<file path="src/hdl/abcr_pkg.sv">
// Constants, types and carriers shared by the acquisition/balance configuration registers
package abcr_pkg;

  // ----------------------------------------
  // Register map
  // ----------------------------------------
  localparam int              ADDR_W        = 8;
  localparam int              REG_W         = 16;
  localparam logic [ADDR_W-1:0] ADDR_ACQ_CFG  = 8'h19;
  localparam logic [ADDR_W-1:0] ADDR_BAL_SW   = 8'h1a;
  localparam logic [ADDR_W-1:0] ADDR_DEV_CFG2 = 8'h1b;
  localparam logic [ADDR_W-1:0] ADDR_BAL_DIAG = 8'h1c;
  localparam logic [REG_W-1:0]  REG_RESET     = 16'h0000;

  // ----------------------------------------
  // Field layout
  // ----------------------------------------
  localparam int THERM_MODE_LSB = 8;
  localparam int THERM_MODE_W   = 2;
  localparam int AUX_SETTLE_LSB = 0;
  localparam int AUX_SETTLE_W   = 6;
  localparam int BAL_SW_LSB     = 0;
  localparam int BAL_SW_W       = 12;
  localparam int LOOP_BIT       = 15;
  localparam int DBLBUF_BIT     = 12;
  localparam int TXL_HIZ_BIT    = 11;
  localparam int TXU_HIZ_BIT    = 10;
  localparam int RSVD9_BIT      = 9;
  localparam int EMG_BIT        = 8;
  localparam int HVCP_BIT       = 0;
  localparam int ALTMUX_BIT     = 13;
  localparam int POLARITY_BIT   = 12;
  localparam int CELL_LSB       = 0;
  localparam int CELL_W         = 12;
  localparam int UART_PORTS     = 2;
  localparam int PORT_LOWER     = 0;
  localparam int PORT_UPPER     = 1;

  // ----------------------------------------
  // Timing
  // ----------------------------------------
  localparam int SETTLE_STEP_NS     = 6000;
  localparam int CLK_FREQ_MHZ       = 200;
  localparam int SETTLE_STEP_CYCLES = (SETTLE_STEP_NS * CLK_FREQ_MHZ) / 1000;

  // ----------------------------------------
  // Types
  // ----------------------------------------
  typedef enum logic [1:0] {
    THERM_AUTO_A = 2'b00,
    THERM_AUTO_B = 2'b01,
    THERM_OFF    = 2'b10,
    THERM_ON     = 2'b11
  } abcr_therm_mode_t;

  typedef enum logic {
    SETTLE_IDLE = 1'b0,
    SETTLE_WAIT = 1'b1
  } abcr_settle_state_t;

  typedef struct packed {
    logic              wrEn;
    logic              rdEn;
    logic [ADDR_W-1:0] addr;
    logic [REG_W-1:0]  wrData;
  } abcr_reg_req_t;

endpackage

</file>
<file path="src/hdl/abcr_aux_settle.sv">
// Auxiliary input settling delay before each conversion
`timescale 1ns/10ps
module abcr_aux_settle #(
  parameter int STEP_CYCLES = abcr_pkg::SETTLE_STEP_CYCLES
) (
  input  logic                              clk_sys,
  input  logic                              rst,
  input  logic                              convReq,
  input  logic [abcr_pkg::AUX_SETTLE_W-1:0] settleCode,
  output logic                              settleBusy,
  output logic                              convStart
);

  // ----------------------------------------
  // Step and cycle counters
  // ----------------------------------------
  abcr_pkg::abcr_settle_state_t       state_r, state_nxt;
  logic [abcr_pkg::AUX_SETTLE_W-1:0]  step_r, step_nxt;
  logic [31:0]                        cyc_r, cyc_nxt;
  logic                               start_r, start_nxt;

  always_comb begin
    state_nxt = state_r;
    step_nxt  = step_r;
    cyc_nxt   = cyc_r;
    start_nxt = 1'b0;
    unique case (state_r)
      abcr_pkg::SETTLE_IDLE: begin
        if (convReq) begin
          state_nxt = abcr_pkg::SETTLE_WAIT;
          step_nxt  = settleCode;
          cyc_nxt   = 32'(STEP_CYCLES - 1);
        end
      end
      abcr_pkg::SETTLE_WAIT: begin
        // Wait (code + 1) steps of one step each
        if (cyc_r != 32'h0) begin
          cyc_nxt = cyc_r - 32'h1;
        end else if (step_r != '0) begin
          step_nxt = step_r - 6'h1;
          cyc_nxt  = 32'(STEP_CYCLES - 1);
        end else begin
          state_nxt = abcr_pkg::SETTLE_IDLE;
          start_nxt = 1'b1;
        end
      end
    endcase
  end

  always_ff @(posedge clk_sys) begin
    if (rst) begin
      state_r <= abcr_pkg::SETTLE_IDLE;
      step_r  <= '0;
      cyc_r   <= 32'h0;
      start_r <= 1'b0;
    end else begin
      state_r <= state_nxt;
      step_r  <= step_nxt;
      cyc_r   <= cyc_nxt;
      start_r <= start_nxt;
    end
  end

  assign settleBusy = (state_r == abcr_pkg::SETTLE_WAIT);
  assign convStart  = start_r;

  // ----------------------------------------
  // Checks
  // ----------------------------------------
  logic [31:0] elapsed_r;
  logic [31:0] expect_r;

  always_ff @(posedge clk_sys) begin
    if (rst) begin
      elapsed_r <= 32'h0;
      expect_r  <= 32'h0;
    end else if (convReq && !settleBusy) begin
      elapsed_r <= 32'h1;
      expect_r  <= (32'(settleCode) + 32'h1) * 32'(STEP_CYCLES);
    end else begin
      elapsed_r <= elapsed_r + 32'h1;
    end
  end
endmodule

</file>
<file path="src/hdl/abcr_uart_port.sv">
// UART transmit idle drive and upper-port loopback
`timescale 1ns/10ps
module abcr_uart_port (
  input  logic                           clk_sys,
  input  logic                           rst,
  input  logic [abcr_pkg::UART_PORTS-1:0] txData,
  input  logic [abcr_pkg::UART_PORTS-1:0] txActive,
  input  logic [abcr_pkg::UART_PORTS-1:0] idleHighz,
  input  logic                           loopbackEn,
  input  logic                           upperRxPin,
  output logic [abcr_pkg::UART_PORTS-1:0] txOut,
  output logic [abcr_pkg::UART_PORTS-1:0] txOe,
  output logic                           upperRxData
);

  // ----------------------------------------
  // Transmit idle behaviour per port
  // ----------------------------------------
  genvar p;
  generate
    for (p = 0; p < abcr_pkg::UART_PORTS; p++) begin : g_port
      logic out_r, out_nxt;
      logic oe_r, oe_nxt;

      always_comb begin
        // Idle drives zero unless high-Z idle chosen
        out_nxt = txActive[p] ? txData[p] : 1'b0;
        oe_nxt  = txActive[p] | ~idleHighz[p];
      end

      always_ff @(posedge clk_sys) begin
        if (rst) begin
          out_r <= 1'b0;
          oe_r  <= 1'b1;
        end else begin
          out_r <= out_nxt;
          oe_r  <= oe_nxt;
        end
      end

      assign txOut[p] = out_r;
      assign txOe[p]  = oe_r;

    end
  endgenerate

  // ----------------------------------------
  // Receive sync and loopback
  // ----------------------------------------
  logic rxMeta_r, rxSync_r, rx_r, rx_nxt;

  always_comb begin
    // Internal loop from upper transmitter
    rx_nxt = loopbackEn ? txData[abcr_pkg::PORT_UPPER] : rxSync_r;
  end

  always_ff @(posedge clk_sys) begin
    if (rst) begin
      rxMeta_r <= 1'b1;
      rxSync_r <= 1'b1;
      rx_r     <= 1'b1;
    end else begin
      rxMeta_r <= upperRxPin;
      rxSync_r <= rxMeta_r;
      rx_r     <= rx_nxt;
    end
  end

  assign upperRxData = rx_r;
endmodule

</file>
<file path="src/hdl/abcr_config_regs.sv">
// Acquisition, balance, device and diagnostic configuration registers
`timescale 1ns/10ps
module abcr_config_regs #(
  parameter int SETTLE_STEP_CYCLES = abcr_pkg::SETTLE_STEP_CYCLES
) (
  input  logic                           clk_sys,
  input  logic                           rst,
  input  abcr_pkg::abcr_reg_req_t        regReq,
  output logic [abcr_pkg::REG_W-1:0]     regRdData,
  output logic                           regRdValid,
  input  logic                           acqActive,
  input  logic                           auxConvReq,
  output logic                           auxConvStart,
  output logic                           auxSettleBusy,
  output logic                           thermistorBiasOutput,
  output logic [abcr_pkg::BAL_SW_W-1:0]  balanceSwitchEnable,
  output logic                           emergencyDischargeEnable,
  output logic                           balanceTimeoutClear,
  output logic                           altDoubleBufferSelect,
  output logic                           hvPumpDisable,
  input  logic                           measEnWrEn,
  input  logic [abcr_pkg::CELL_W-1:0]    measEnWrData,
  output logic [abcr_pkg::CELL_W-1:0]    cellMeasureEnable,
  input  logic                           muxCfgWrEn,
  input  logic                           altMuxWrData,
  input  logic                           polarityWrData,
  output logic                           altMuxSelect,
  output logic                           polaritySelect,
  input  logic                           lowerTxData,
  input  logic                           lowerTxActive,
  input  logic                           upperTxData,
  input  logic                           upperTxActive,
  input  logic                           upperRxPin,
  output logic                           lowerTxOut,
  output logic                           lowerTxOe,
  output logic                           upperTxOut,
  output logic                           upperTxOe,
  output logic                           upperRxData,
  output logic                           upperPortLoopback
);

  // ----------------------------------------
  // Decode
  // ----------------------------------------
  logic wrAcq, wrBal, wrDev, wrDiag;
  logic [abcr_pkg::REG_W-1:0] wd;

  assign wd     = regReq.wrData;
  assign wrAcq  = regReq.wrEn && (regReq.addr == abcr_pkg::ADDR_ACQ_CFG);
  assign wrBal  = regReq.wrEn && (regReq.addr == abcr_pkg::ADDR_BAL_SW);
  assign wrDev  = regReq.wrEn && (regReq.addr == abcr_pkg::ADDR_DEV_CFG2);
  assign wrDiag = regReq.wrEn && (regReq.addr == abcr_pkg::ADDR_BAL_DIAG);

  // ----------------------------------------
  // Configuration state
  // ----------------------------------------
  logic [abcr_pkg::THERM_MODE_W-1:0] thermMode_r, thermMode_nxt;
  logic [abcr_pkg::AUX_SETTLE_W-1:0] auxSettle_r, auxSettle_nxt;
  logic [abcr_pkg::BAL_SW_W-1:0]     balEn_r, balEn_nxt;
  logic                              loop_r, loop_nxt;
  logic                              dblBuf_r, dblBuf_nxt;
  logic                              txlHiz_r, txlHiz_nxt;
  logic                              txuHiz_r, txuHiz_nxt;
  logic                              rsvd9_r, rsvd9_nxt;
  logic                              emg_r, emg_nxt;
  logic                              hvcp_r, hvcp_nxt;
  logic                              altMux_r, altMux_nxt;
  logic                              polarity_r, polarity_nxt;
  logic [abcr_pkg::CELL_W-1:0]       cell_measure_enable_r, cell_measure_enable_nxt;
  logic                              tmrClr_r, tmrClr_nxt;
  logic                              bias_r, bias_nxt;

  always_comb begin
    thermMode_nxt = thermMode_r;
    auxSettle_nxt = auxSettle_r;
    balEn_nxt     = balEn_r;
    loop_nxt      = loop_r;
    dblBuf_nxt    = dblBuf_r;
    txlHiz_nxt    = txlHiz_r;
    txuHiz_nxt    = txuHiz_r;
    rsvd9_nxt     = rsvd9_r;
    emg_nxt       = emg_r;
    hvcp_nxt      = hvcp_r;
    altMux_nxt    = altMux_r;
    polarity_nxt  = polarity_r;
    cell_measure_enable_nxt    = cell_measure_enable_r;
    if (wrAcq) begin
      thermMode_nxt = wd[abcr_pkg::THERM_MODE_LSB +: abcr_pkg::THERM_MODE_W];
      auxSettle_nxt = wd[abcr_pkg::AUX_SETTLE_LSB +: abcr_pkg::AUX_SETTLE_W];
    end
    if (wrBal) begin
      balEn_nxt = wd[abcr_pkg::BAL_SW_LSB +: abcr_pkg::BAL_SW_W];
    end
    if (wrDev) begin
      loop_nxt   = wd[abcr_pkg::LOOP_BIT];
      dblBuf_nxt = wd[abcr_pkg::DBLBUF_BIT];
      txlHiz_nxt = wd[abcr_pkg::TXL_HIZ_BIT];
      txuHiz_nxt = wd[abcr_pkg::TXU_HIZ_BIT];
      rsvd9_nxt  = wd[abcr_pkg::RSVD9_BIT];
      emg_nxt    = wd[abcr_pkg::EMG_BIT];
      hvcp_nxt   = wd[abcr_pkg::HVCP_BIT];
    end
    // Shared with other registers, bus write wins
    if (muxCfgWrEn) begin
      altMux_nxt   = altMuxWrData;
      polarity_nxt = polarityWrData;
    end
    if (measEnWrEn) begin
      cell_measure_enable_nxt = measEnWrData;
    end
    if (wrDiag) begin
      altMux_nxt   = wd[abcr_pkg::ALTMUX_BIT];
      polarity_nxt = wd[abcr_pkg::POLARITY_BIT];
      cell_measure_enable_nxt   = wd[abcr_pkg::CELL_LSB +: abcr_pkg::CELL_W];
    end
    // Clear pulse on rising discharge enable
    tmrClr_nxt = emg_nxt & ~emg_r;
    // Bias switch control
    unique case (abcr_pkg::abcr_therm_mode_t'(thermMode_nxt))
      abcr_pkg::THERM_AUTO_A: bias_nxt = acqActive;
      abcr_pkg::THERM_AUTO_B: bias_nxt = acqActive;
      abcr_pkg::THERM_OFF:    bias_nxt = 1'b0;
      abcr_pkg::THERM_ON:     bias_nxt = 1'b1;
    endcase
  end

  always_ff @(posedge clk_sys) begin
    if (rst) begin
      // Everything clears
      thermMode_r <= '0;
      auxSettle_r <= '0;
      balEn_r     <= '0;
      loop_r      <= 1'b0;
      dblBuf_r    <= 1'b0;
      txlHiz_r    <= 1'b0;
      txuHiz_r    <= 1'b0;
      rsvd9_r     <= 1'b0;
      emg_r       <= 1'b0;
      hvcp_r      <= 1'b0;
      altMux_r    <= 1'b0;
      polarity_r  <= 1'b0;
      cell_measure_enable_r    <= '0;
      tmrClr_r    <= 1'b0;
      bias_r      <= 1'b0;
    end else begin
      thermMode_r <= thermMode_nxt;
      auxSettle_r <= auxSettle_nxt;
      balEn_r     <= balEn_nxt;
      loop_r      <= loop_nxt;
      dblBuf_r    <= dblBuf_nxt;
      txlHiz_r    <= txlHiz_nxt;
      txuHiz_r    <= txuHiz_nxt;
      rsvd9_r     <= rsvd9_nxt;
      emg_r       <= emg_nxt;
      hvcp_r      <= hvcp_nxt;
      altMux_r    <= altMux_nxt;
      polarity_r  <= polarity_nxt;
      cell_measure_enable_r    <= cell_measure_enable_nxt;
      tmrClr_r    <= tmrClr_nxt;
      bias_r      <= bias_nxt;
    end
  end

  // ----------------------------------------
  // Read path
  // ----------------------------------------
  logic [abcr_pkg::REG_W-1:0] rdData_r, rdData_nxt;
  logic                       rdValid_r, rdValid_nxt;
  logic [abcr_pkg::REG_W-1:0] rdWord;

  always_comb begin
    // Unused positions and reserved positions other than bit 9 stay zero
    rdWord = abcr_pkg::REG_RESET;
    unique case (regReq.addr)
      abcr_pkg::ADDR_ACQ_CFG: begin
        rdWord[abcr_pkg::THERM_MODE_LSB +: abcr_pkg::THERM_MODE_W] = thermMode_r;
        rdWord[abcr_pkg::AUX_SETTLE_LSB +: abcr_pkg::AUX_SETTLE_W] = auxSettle_r;
      end
      abcr_pkg::ADDR_BAL_SW: begin
        rdWord[abcr_pkg::BAL_SW_LSB +: abcr_pkg::BAL_SW_W] = balEn_r;
      end
      abcr_pkg::ADDR_DEV_CFG2: begin
        rdWord[abcr_pkg::LOOP_BIT]    = loop_r;
        rdWord[abcr_pkg::DBLBUF_BIT]  = dblBuf_r;
        rdWord[abcr_pkg::TXL_HIZ_BIT] = txlHiz_r;
        rdWord[abcr_pkg::TXU_HIZ_BIT] = txuHiz_r;
        rdWord[abcr_pkg::RSVD9_BIT]   = rsvd9_r;
        rdWord[abcr_pkg::EMG_BIT]     = emg_r;
        rdWord[abcr_pkg::HVCP_BIT]    = hvcp_r;
      end
      abcr_pkg::ADDR_BAL_DIAG: begin
        rdWord[abcr_pkg::ALTMUX_BIT]   = altMux_r;
        rdWord[abcr_pkg::POLARITY_BIT] = polarity_r;
        rdWord[abcr_pkg::CELL_LSB +: abcr_pkg::CELL_W] = cell_measure_enable_r;
      end
      default: rdWord = abcr_pkg::REG_RESET;
    endcase
    rdValid_nxt = regReq.rdEn;
    rdData_nxt  = regReq.rdEn ? rdWord : rdData_r;
  end

  always_ff @(posedge clk_sys) begin
    if (rst) begin
      rdData_r  <= abcr_pkg::REG_RESET;
      rdValid_r <= 1'b0;
    end else begin
      rdData_r  <= rdData_nxt;
      rdValid_r <= rdValid_nxt;
    end
  end

  // ----------------------------------------
  // Submodules
  // ----------------------------------------
  logic [abcr_pkg::UART_PORTS-1:0] portTxOut, portTxOe;

  abcr_aux_settle #(
    .STEP_CYCLES (SETTLE_STEP_CYCLES)
  ) u_settle (
    .clk_sys    (clk_sys),
    .rst        (rst),
    .convReq    (auxConvReq),
    .settleCode (auxSettle_r),
    .settleBusy (auxSettleBusy),
    .convStart  (auxConvStart)
  );

  abcr_uart_port u_uart (
    .clk_sys     (clk_sys),
    .rst         (rst),
    .txData      ({upperTxData, lowerTxData}),
    .txActive    ({upperTxActive, lowerTxActive}),
    .idleHighz   ({txuHiz_r, txlHiz_r}),
    .loopbackEn  (loop_r),
    .upperRxPin  (upperRxPin),
    .txOut       (portTxOut),
    .txOe        (portTxOe),
    .upperRxData (upperRxData)
  );

  // ----------------------------------------
  // Outputs
  // ----------------------------------------
  assign regRdData                = rdData_r;
  assign regRdValid               = rdValid_r;
  assign thermistorBiasOutput     = bias_r;
  assign balanceSwitchEnable      = balEn_r;
  assign emergencyDischargeEnable = emg_r;
  assign balanceTimeoutClear      = tmrClr_r;
  assign altDoubleBufferSelect    = dblBuf_r;
  assign hvPumpDisable            = hvcp_r;
  assign cellMeasureEnable        = cell_measure_enable_r;
  assign altMuxSelect             = altMux_r;
  assign polaritySelect           = polarity_r;
  assign upperPortLoopback        = loop_r;
  assign lowerTxOut               = portTxOut[abcr_pkg::PORT_LOWER];
  assign lowerTxOe                = portTxOe[abcr_pkg::PORT_LOWER];
  assign upperTxOut               = portTxOut[abcr_pkg::PORT_UPPER];
  assign upperTxOe                = portTxOe[abcr_pkg::PORT_UPPER];
endmodule

</file>
<file path="config.mk">
export PLATFORM = sky130hd
export DESIGN_NAME = abcr_config_regs
export DESIGN_NICKNAME = d
export VERILOG_FILES = /design/src/hdl/abcr_pkg.sv /design/src/hdl/abcr_aux_settle.sv /design/src/hdl/abcr_uart_port.sv /design/src/hdl/abcr_config_regs.sv
export SDC_FILE = /design/constraint.sdc
export NUM_CORES = 1
export LEC_CHECK = 0
export ABC_CLOCK_PERIOD_IN_PS = 4600
export BUFFER_PORTS_ARGS = -buffer_cell sky130_fd_sc_hd__buf_2
export CAP_MARGIN = 20
export CORE_AREA = 3 3 103 105
export CTS_BUF_LIST = sky130_fd_sc_hd__clkbuf_16
export CTS_CLUSTER_DIAMETER = 30
export CTS_CLUSTER_SIZE = 10
export DETAILED_ROUTE_END_ITERATION = 8
export DIE_AREA = 0 0 106 108
export GPL_TIMING_DRIVEN = 0
export PLACE_DENSITY = 0.7
export SLEW_MARGIN = 20
export SYNTH_ARGS = -nofsm -noshare
export SYNTH_HDL_FRONTEND = slang
export SYNTH_SLANG_ARGS = --single-unit
</file>
<file path="constraint.sdc">
create_clock -name clk_sys -period 4.6 [get_ports clk_sys]
set_clock_uncertainty 0.2 [all_clocks]
set_input_delay 0.69 -clock clk_sys [delete_from_list [all_inputs] [get_ports clk_sys]]
set_output_delay 0.69 -clock clk_sys [all_outputs]
set_load 0.02 [all_outputs]
</file>
# Word level (Yosys, flattened, before mapping)

Index checks and enable logic that the tools add are counted.

Logic and storage cells: 96
Bits in registers: 106
Input bits: 51
Output and inout port bits: 56

Add/sub/neg operators: 2
Mux-type cells: 31
Equal/unequal tests: 11
Reductions and logical operators: 15
Bitwise operators: 9

Operators by type and width:

| cell                    | count |
|---|---|
| $mux W32                | 3 |
| $pmux W32 S2            | 1 |
| $eq A8 B5 Y1 const B    | 4 |
| $reduce_bool A32 Y1     | 1 |
| $sub A32 B1 Y32 const B | 1 |
| $mux W12                | 2 |
| $mux W6                 | 3 |
| $pmux W5 S3             | 1 |
| $mux W1                 | 12 |
| $pmux W6 S2             | 1 |
| $pmux W2 S4             | 1 |
| $ne A2 B2 Y1 const B    | 3 |
| $not A1 Y1              | 6 |
| $pmux W2 S3             | 1 |
| $reduce_bool A6 Y1      | 1 |
| $reduce_or A2 Y1        | 3 |
| $sub A6 B1 Y6 const B   | 1 |
| $eq A2 B2 Y1 const B    | 2 |
| $logic_and A1 B1 Y1     | 4 |
| $pmux W1 S2             | 2 |
| $pmux W1 S4             | 1 |
| $pmux W2 S2             | 1 |
| $reduce_bool A2 Y1      | 2 |
| $ne A3 B3 Y1 const B    | 1 |
| other kinds (9)         | 10 |

# Longest topological paths before layout

Gate-level depths: netlist of the first run.

Word-level depth: 6
Gate-level depth with buffers: 8

# Hierarchy

A second synthesis of the first run with hierarchy kept.

Cell total of the unflattened synthesis: 548
Area total of the unflattened synthesis: 5087.4 µm²

Modules (own cells, without submodules):

| module           | times used | area an instance (µm²) | cells an instance |
|---|---|---|---|
| abcr_config_regs | 1          | 2713.9                 | 273 |
| abcr_aux_settle  | 1          | 2138.3                 | 256 |
| abcr_uart_port   | 1          | 235.2                  | 19 |

# Worst setup path after synthesis of the first run

OpenSTA, ideal clock, no wires.

Path type: input to register
Start point: input port regReq[21] (netlist bit)
End point: register balEn_r, in the netlist balanceSwitchEnable[7]
Library setup time: 128 ps
Arrival: 2534 ps
Path buffers: 3
Stages: 8
Slack: 1738 ps
Path through: nor4b_1 and4b_1 clkbuf_1 and3b_1 clkbuf_1 buf_2 mux2i_1 nor2_1

Word-level cells in the longest chain between the ends: 2

Ends and longest elaborated chain:

| element                | line                    | text |
|---|---|---|
| start: declaration     | abcr_config_regs.sv:8   | `input abcr_pkg::abcr_reg_req_t regReq,` |
| $eq A8 B5 Y1           | abcr_config_regs.sv:50  | `assign wrBal = regReq.wrEn && (regReq.addr == abcr_pkg::ADDR_BAL_SW);` |
| $logic_and A1 B1 Y1    | abcr_config_regs.sv:50  |  |
| end signal: assignment | abcr_config_regs.sv:148 | `balEn_r <= balEn_nxt;` |
| end: declaration       | abcr_config_regs.sv:59  | `logic [abcr_pkg::BAL_SW_W-1:0] balEn_r, balEn_nxt;` |

No other way between the ends.
A chain may end at the register's enable or synchronous reset.

# Worst setup path after layout of the first run

Start point: register u_settle.cyc_r[0]
End point: register u_settle.cyc_r[17]

Word-level cells in the longest chain between the ends: 3
Elaborated cells between the ends (all ways): 6

Ends and longest elaborated chain:

| element                                                       | line                                         | text |
|---|---|---|
| start: declaration                                            | abcr_aux_settle.sv:19                        | `logic [31:0] cyc_r, cyc_nxt;` |
| start signal: assignment                                      | abcr_aux_settle.sv:59                        | `cyc_r <= cyc_nxt;` |
| $sub A32 B1 Y32 / $reduce_bool A32 Y1 (equally long branches) | abcr_aux_settle.sv:38, abcr_aux_settle.sv:37 |  |
| $mux W32 / $ne A3 B3 Y1 (equally long branches)               | --                                           |  |
| $pmux W32 S2 / $reduce_and A2 Y1 (equally long branches)      | --                                           |  |

Parallel ways exist; a longest one is shown, timed or not.

==> impl_metrics.toml, run 1 <==
[run_status]
status = "completed"

[cts]
clockRootBuffer = "clkbuf_16"
h-tree-depth = 3
cts_tree = "yes"
clock-sinks = 106
cts_resized = 0
postCtsSetupBuffers = 0
cts_buffers = 9
worstSkewPairLatency_ns = 0.35
path_clk_slew_ns = 0.07
hold_buffers = 0
cts.path.max_buffers = 2

[floorplan]
start_util_pct = 50.3
die_w_um = 106
io_pins = 107
die_h_um = 108
die_area_mm2 = 0.0114
core-area_mm2 = 0.00973
row_count = 36

[global_route]
grt_max_degree = 19
grt_pass1_wl_um = 23500
grt_pass1_vias = 4702
grt_usage_pct = 25.6
antenna_found_initial = 0
gr-total-overflow = 0

[layout]
stdcell_area_mm2 = 0.00586
drive_above_1_share_pct = 20.4
syn2layout_area_growth_pct = 19.6
nets = 725
utilization_pct = 60.2
diodes = 0

[min_path]
hp-class = "reg2reg"
hp-start = "txlHiz_r"

[route]
drtIter0Drc = 364
vias = 4909
dr.pass1.iters = 5
drc = 0
drt-total-wl_um = 14400
wire_per_inst_um = 17.8
ant_nets = 0
avgViaCountPerCell = 6.07

[synth]
synth_top_area_share_pct = 43.3
yosys.area.top_type = "dfxtp_1"
avgSynthCellArea_um2 = 8.79
synth_edf_count = 0
synthesis.area_mm2 = 0.00490
synth_area_leaders = "dfxtp_1 (43%), mux2i_1 (6.9%), nor2_1 (5.0%), a21oi_1 (3.9%), a211oi_1 (3.1%)"
synthArstFlopShare_pct = 0
synth_warnings = 0
ys_ff_latch = 106
ys.flop_type = "dfxtp_1"
syn_inst = 557
synth_cell_types = 61
synth_fp_nets = 611
ys_top_cells_by_count = "dfxtp_1 (106), nor2_1 (65), a21oi_1 (38)"
synth.most_common_cell = "dfxtp_1"
seq_area_frac_synth_pct = 43.3

[worst_setup_path]
crit_slowest_cell = "nor4_2"
crit_type = "reg2reg"
crit_chain = "inv_1 > ha_1 > or3b_2 > nor4_2 > nand4_1 > nand2_1 > clkbuf_1 > a21oi_1"
cp-start-kind = "flip-flop"
critPathRequiredTime_ns = 4.62
r2r-start = "u_settle.cyc_r[0]"
cp_top_family = "simple AND/OR/NAND/NOR gates"
cpPeakStageDelay_ns = 0.67
cp_max_fo = 10
worstSetupEndpointType = "flip-flop"
cp.arrival_ns = 3.33
crit_start = "u_settle.cyc_r[0]"
critPathBufInv = 2

[timing]
worst_hold_slack_ns = 0.215
setup_viol = 0
max_slew_margin_pct = 36.4
fin_crit_sh_pct = 72.0
finalCriticalPeriod_ns = 3.31
tns_ns = 0
slew_violations = 0
hold_violations = 0
fmax_ghz = 0.302
worst_pin_slew_ns = 0.941
grt_setup_unrepaired = "no"

[pwr]
leakagePower_nw = 2.34
ir_drop_uv = 183
powerDensity_mw_per_mm2 = 347

[place]
gp_congestion = 0.898
dpl.hpwl_um = 10600
place_area_mm2 = 0.00558
port_buffers = 103

[run]
drv_cap = 0
power by group:
part / internal, mW / switching (mW) / leakage, nW
clock: 0.374 / 0.364 / 0.141
sequential: 0.949 / 0.0313 / 0.863
combinational: 0.117 / 0.198 / 1.34
total: 1.44 / 0.593 / 2.34
worst reg2reg max path: stages, from the launching register on:
cell      delay [ns]
dfxtp_1         0.34
inv_1           0.09
ha_1            0.27
or3b_2          0.50
nor4_2          0.67
nand4_1         0.37
nand2_1         0.26
clkbuf_1        0.41
a21oi_1         0.08
routing by layer:
| metal | global-route usage (%) | up-vias | routed length [um] | share of wire (%) |
|---|---|---|---|---|
| met2 | 42.8 | 172 | 6930 | 48 |
| met1 | 33.5 | 2389 | 6340 | 44 |
| met4 | 8.70 | 0 | 249 | 1.7 |
| met5 | 0 | - | 0 | 0 |
| met3 | 4.60 | 21 | 913 | 6.3 |
| li1 | - | 2327 | - | - |
layout make-up:
| class | count | area, um2 |
|---|---|---|
| fillers | 907 | 3870 |
| multi-input cells | 405 | 2590 |
| flip-flops and latches | 106 | 2120 |
| repair buffers | 103 | 515 |
| clock buffers | 9 | 225 |
| well taps | 133 | 166 |
| plain buffers | 37 | 151 |
| clock inverters | 7 | 53.8 |
| inverters | 9 | 33.8 |
placed cells by master (no fill, tap or decap), types with 2 or more instances in the layout:
cell type / count
nor4_1: 6
nand3_1: 25
a221oi_1: 5
clkbuf_1: 34
and3b_1: 2
buf_2: 104
a2111oi_0: 2
nand4b_1: 6
nor4b_1: 4
o21ai_0: 22
nand2_1: 35
nor3_1: 16
nand4_1: 7
a32o_1: 4
or3_1: 13
a211oi_1: 20
a22oi_1: 2
mux2i_1: 34
a222oi_1: 8
or3b_2: 2
mux2_2: 5
or2_2: 5
clkinv_4: 2
o31ai_1: 9
dfxtp_1: 106
clkbuf_16: 9
ha_1: 3
xor2_1: 2
inv_6: 2
nor2_1: 65
nand3b_1: 3
and4b_1: 2
and3_1: 3
o41ai_1: 4
or4_4: 3
inv_1: 10
a21oi_1: 38
or4_1: 18
a31oi_1: 4
nor2b_1: 6
kinds of logic (layout without fill, tap and decap cells):
logic type	after synthesis	in the layout	synth area share [%]
AO/OA/AOI/OAI	130	130	18.0
XOR/XNOR	3	3	0.537
adder cells (fa/ha/maj)	3	3	0.767
buffers and inverters	46	165	3.78
flip-flops	106	106	43.3
multiplexers	39	39	8.10
other	1	1	0.0766
AND/OR/NAND/NOR	229	229	25.4
metrics by stage:
step	setup WS [ns]	cells	power, mW
floorplan	1.74	557	1.21
global placement	1.13	793	1.30
detailed placement	1.04	793	1.31
CTS	1.28	809	2.04
global route	0.930	809	2.11
finish	1.29	809	2.03
registers in the layout, summed over array words and instances (netlist names), 2 cells and up:
name	cells
auxSettle_r	6
balanceSwitchEnable	12
cellMeasureEnable	12
regRdData	15
thermMode_r	2
u_settle.cyc_r	32
u_settle.step_r	6
u_uart.g_port.oe_r	2
u_uart.g_port.out_r	2
path summary, 6_finish.rpt:
kind | to | slack (ns) | cells past startpoint
hold reg to reg | u_uart.g_port[0].oe_r | 0.21 | 1
setup reg to reg | u_settle.cyc_r[17] | 1.29 | 8
setup / recovery | u_settle.cyc_r[17] | 1.29 | 8
hold / removal | u_uart.g_port[0].oe_r | 0.21 | 1
Power figures use the tool's default switching activity.
==> run 2, diff against run 1 <==
Settings changed: ABC_CLOCK_PERIOD_IN_PS 4600 to 3400.
Clock period 4.6 ns to 3.4 ns, I/O delays scaled along.
==> impl_metrics.toml, run 2 (synthesis results as in run 1) <==
[timing]
worst_pin_slew_ns = 0.812
tns_ns = 0
finalCriticalPeriod_ns = 3.17
fin_crit_sh_pct = 93.3
slew_violations = 0
grt_setup_unrepaired = "no"
fmax_ghz = 0.315
setup_viol = 0
hold_violations = 0
max_slew_margin_pct = 45.1

[worst_setup_path]
crit_slowest_cell = "or4_4"
critPathRequiredTime_ns = 3.48
cp_top_family = "simple AND/OR/NAND/NOR gates"
cp-start-kind = "flip-flop"
crit_type = "reg2reg"
cp.arrival_ns = 3.25
r2r-start = "u_settle.cyc_r[18]"
worstSetupEndpointType = "flip-flop"
crit_chain = "or4_4 > or4_4 > buf_6 > nor4_4 > clkbuf_1 > o21ai_0 > a31oi_1"
cpPeakStageDelay_ns = 0.59
cp_common_cell = "or4_4"
critPathBufInv = 2
crit_start = "u_settle.cyc_r[18]"
cp_max_fo = 10

[cts]
cts_buffers = 9
hold_buffers = 0
path_clk_slew_ns = 0.07
cts.path.max_buffers = 2
clockRootBuffer = "clkbuf_16"
worstSkewPairLatency_ns = 0.35
clock-sinks = 106
cts_tree = "yes"
h-tree-depth = 3

[layout]
drive_above_1_share_pct = 20.7
syn2layout_area_growth_pct = 20.1
seq_area_mm2 = 0.00212
final_cells = 810
nets = 726
utilization_pct = 60.5
multi_input_area_mm2 = 0.00261
fillCellCount = 903
final_common_cell = "dfxtp_1"
final_cell_mix = "dfxtp_1 (106), buf_2 (104), nor2_1 (65)"
top_register = "u_settle.cyc_r"
largest_reg_flops = 32
diodes = 0

[route]
ant_nets = 0
drc = 0
drtIter0Drc = 327
drt-total-wl_um = 14500
avgViaCountPerCell = 6.03
vias = 4888
dr.pass1.iters = 5
wire_per_inst_um = 17.9

[global_route]
grt_pass1_wl_um = 23500
gr-total-overflow = 0
grt_usage_pct = 25.6
met3_usage_pct = 4.60
grt_use_met1_pct = 33.5
grt-busiest-layer = "met2"
antenna_found_initial = 0
grt_max_degree = 19
grt_pass1_vias = 4702
gr-usage-met2_pct = 42.8

[run]
drv_cap = 0

[floorplan]
core-area_mm2 = 0.00973
io_pins = 107
start_util_pct = 50.3
die_w_um = 106
row_count = 36
die_h_um = 108
die_area_mm2 = 0.0114

[pwr]
powerDensity_mw_per_mm2 = 470
seqPwrFrac_pct = 48.0
p_int_mw = 1.95
power.switching_mw = 0.813
p_clk_share_pct = 36.2
ir_drop_uv = 248
p_sw_share_pct = 29.4
leakagePower_nw = 2.35
comb_power_share_pct = 15.8
power.total_mw = 2.77

[place]
dp_cells = 793
dpl.hpwl_um = 10600
port_buffers = 103
gp_congestion = 0.898

[min_path]
hp-class = "in2reg"
hp-start = "lowerTxActive"

[run_status]
status = "completed"
==> run 2: changes by cell type in the layout (fill, tap and decap cells not counted), sizes merged <==
cell / previous run / this run
buf: 106 / 107
==> run 2: cell type report <==
type	count	area share, %
Buffer	37	2.57
Clock buffer	9	3.83
Clock inverter	7	0.915
Inverter	9	0.574
Multi-Input combinational cell	405	44.3
Sequential cell	106	36.1
Tap cell	133	2.83
Timing Repair Buffer	104	8.89
==> run 2: final timing paths <==
path / endpoint / slack, ns / cells past startpoint
max: u_settle.cyc_r[29] / 0.23 / 7
min: u_uart.g_port[0].oe_r / 0.16 / 3
max reg2reg: u_settle.cyc_r[29] / 0.23 / 7
min reg2reg: u_uart.g_port[0].oe_r / 0.21 / 1
==> run 2: metrics by stage <==
stage	instance area (um2)	setup WS (ns)	hold WS (ns)
after floorplan	4900	0.582	0.167
after global placement	5580	0.109	0.179
after detailed placement	5580	0.0164	0.197
after CTS	5860	0.0832	0.146
after global routing	5880	0.0129	0.151
final	5880	0.227	0.156
==> run 2: repair_timing <==
action	in CTS	in global routing
setup buffers	0	1
endpoints found under the setup margin	0	30
gates resized for setup	0	2
endpoints found under the hold margin	0	0
==> run 2: layer usage <==
metal  wire [um]  up-vias
met2        6920      156
met4         263        0
met3         767       21
met5           0        -
li1            -     2339
met1        6530     2372
==> run 2: tightest hold or removal path: cells and delay by family <==
family / cells / cell delay, ns
buffers and inverters: 1 / 0.09
and+or+nand+nor: 2 / 0.08
==> run 2: power by group through the flow <==
stage / Clock [mW] / Combinational (mW) / Sequential [mW]
final: 1.00 / 0.437 / 1.33
after global routing: 1.06 / 0.479 / 1.33
after CTS: 1.01 / 0.423 / 1.33
after detailed placement: 0 / 0.421 / 1.35
after global placement: 0 / 0.410 / 1.35
after floorplan: 0 / 0.266 / 1.36
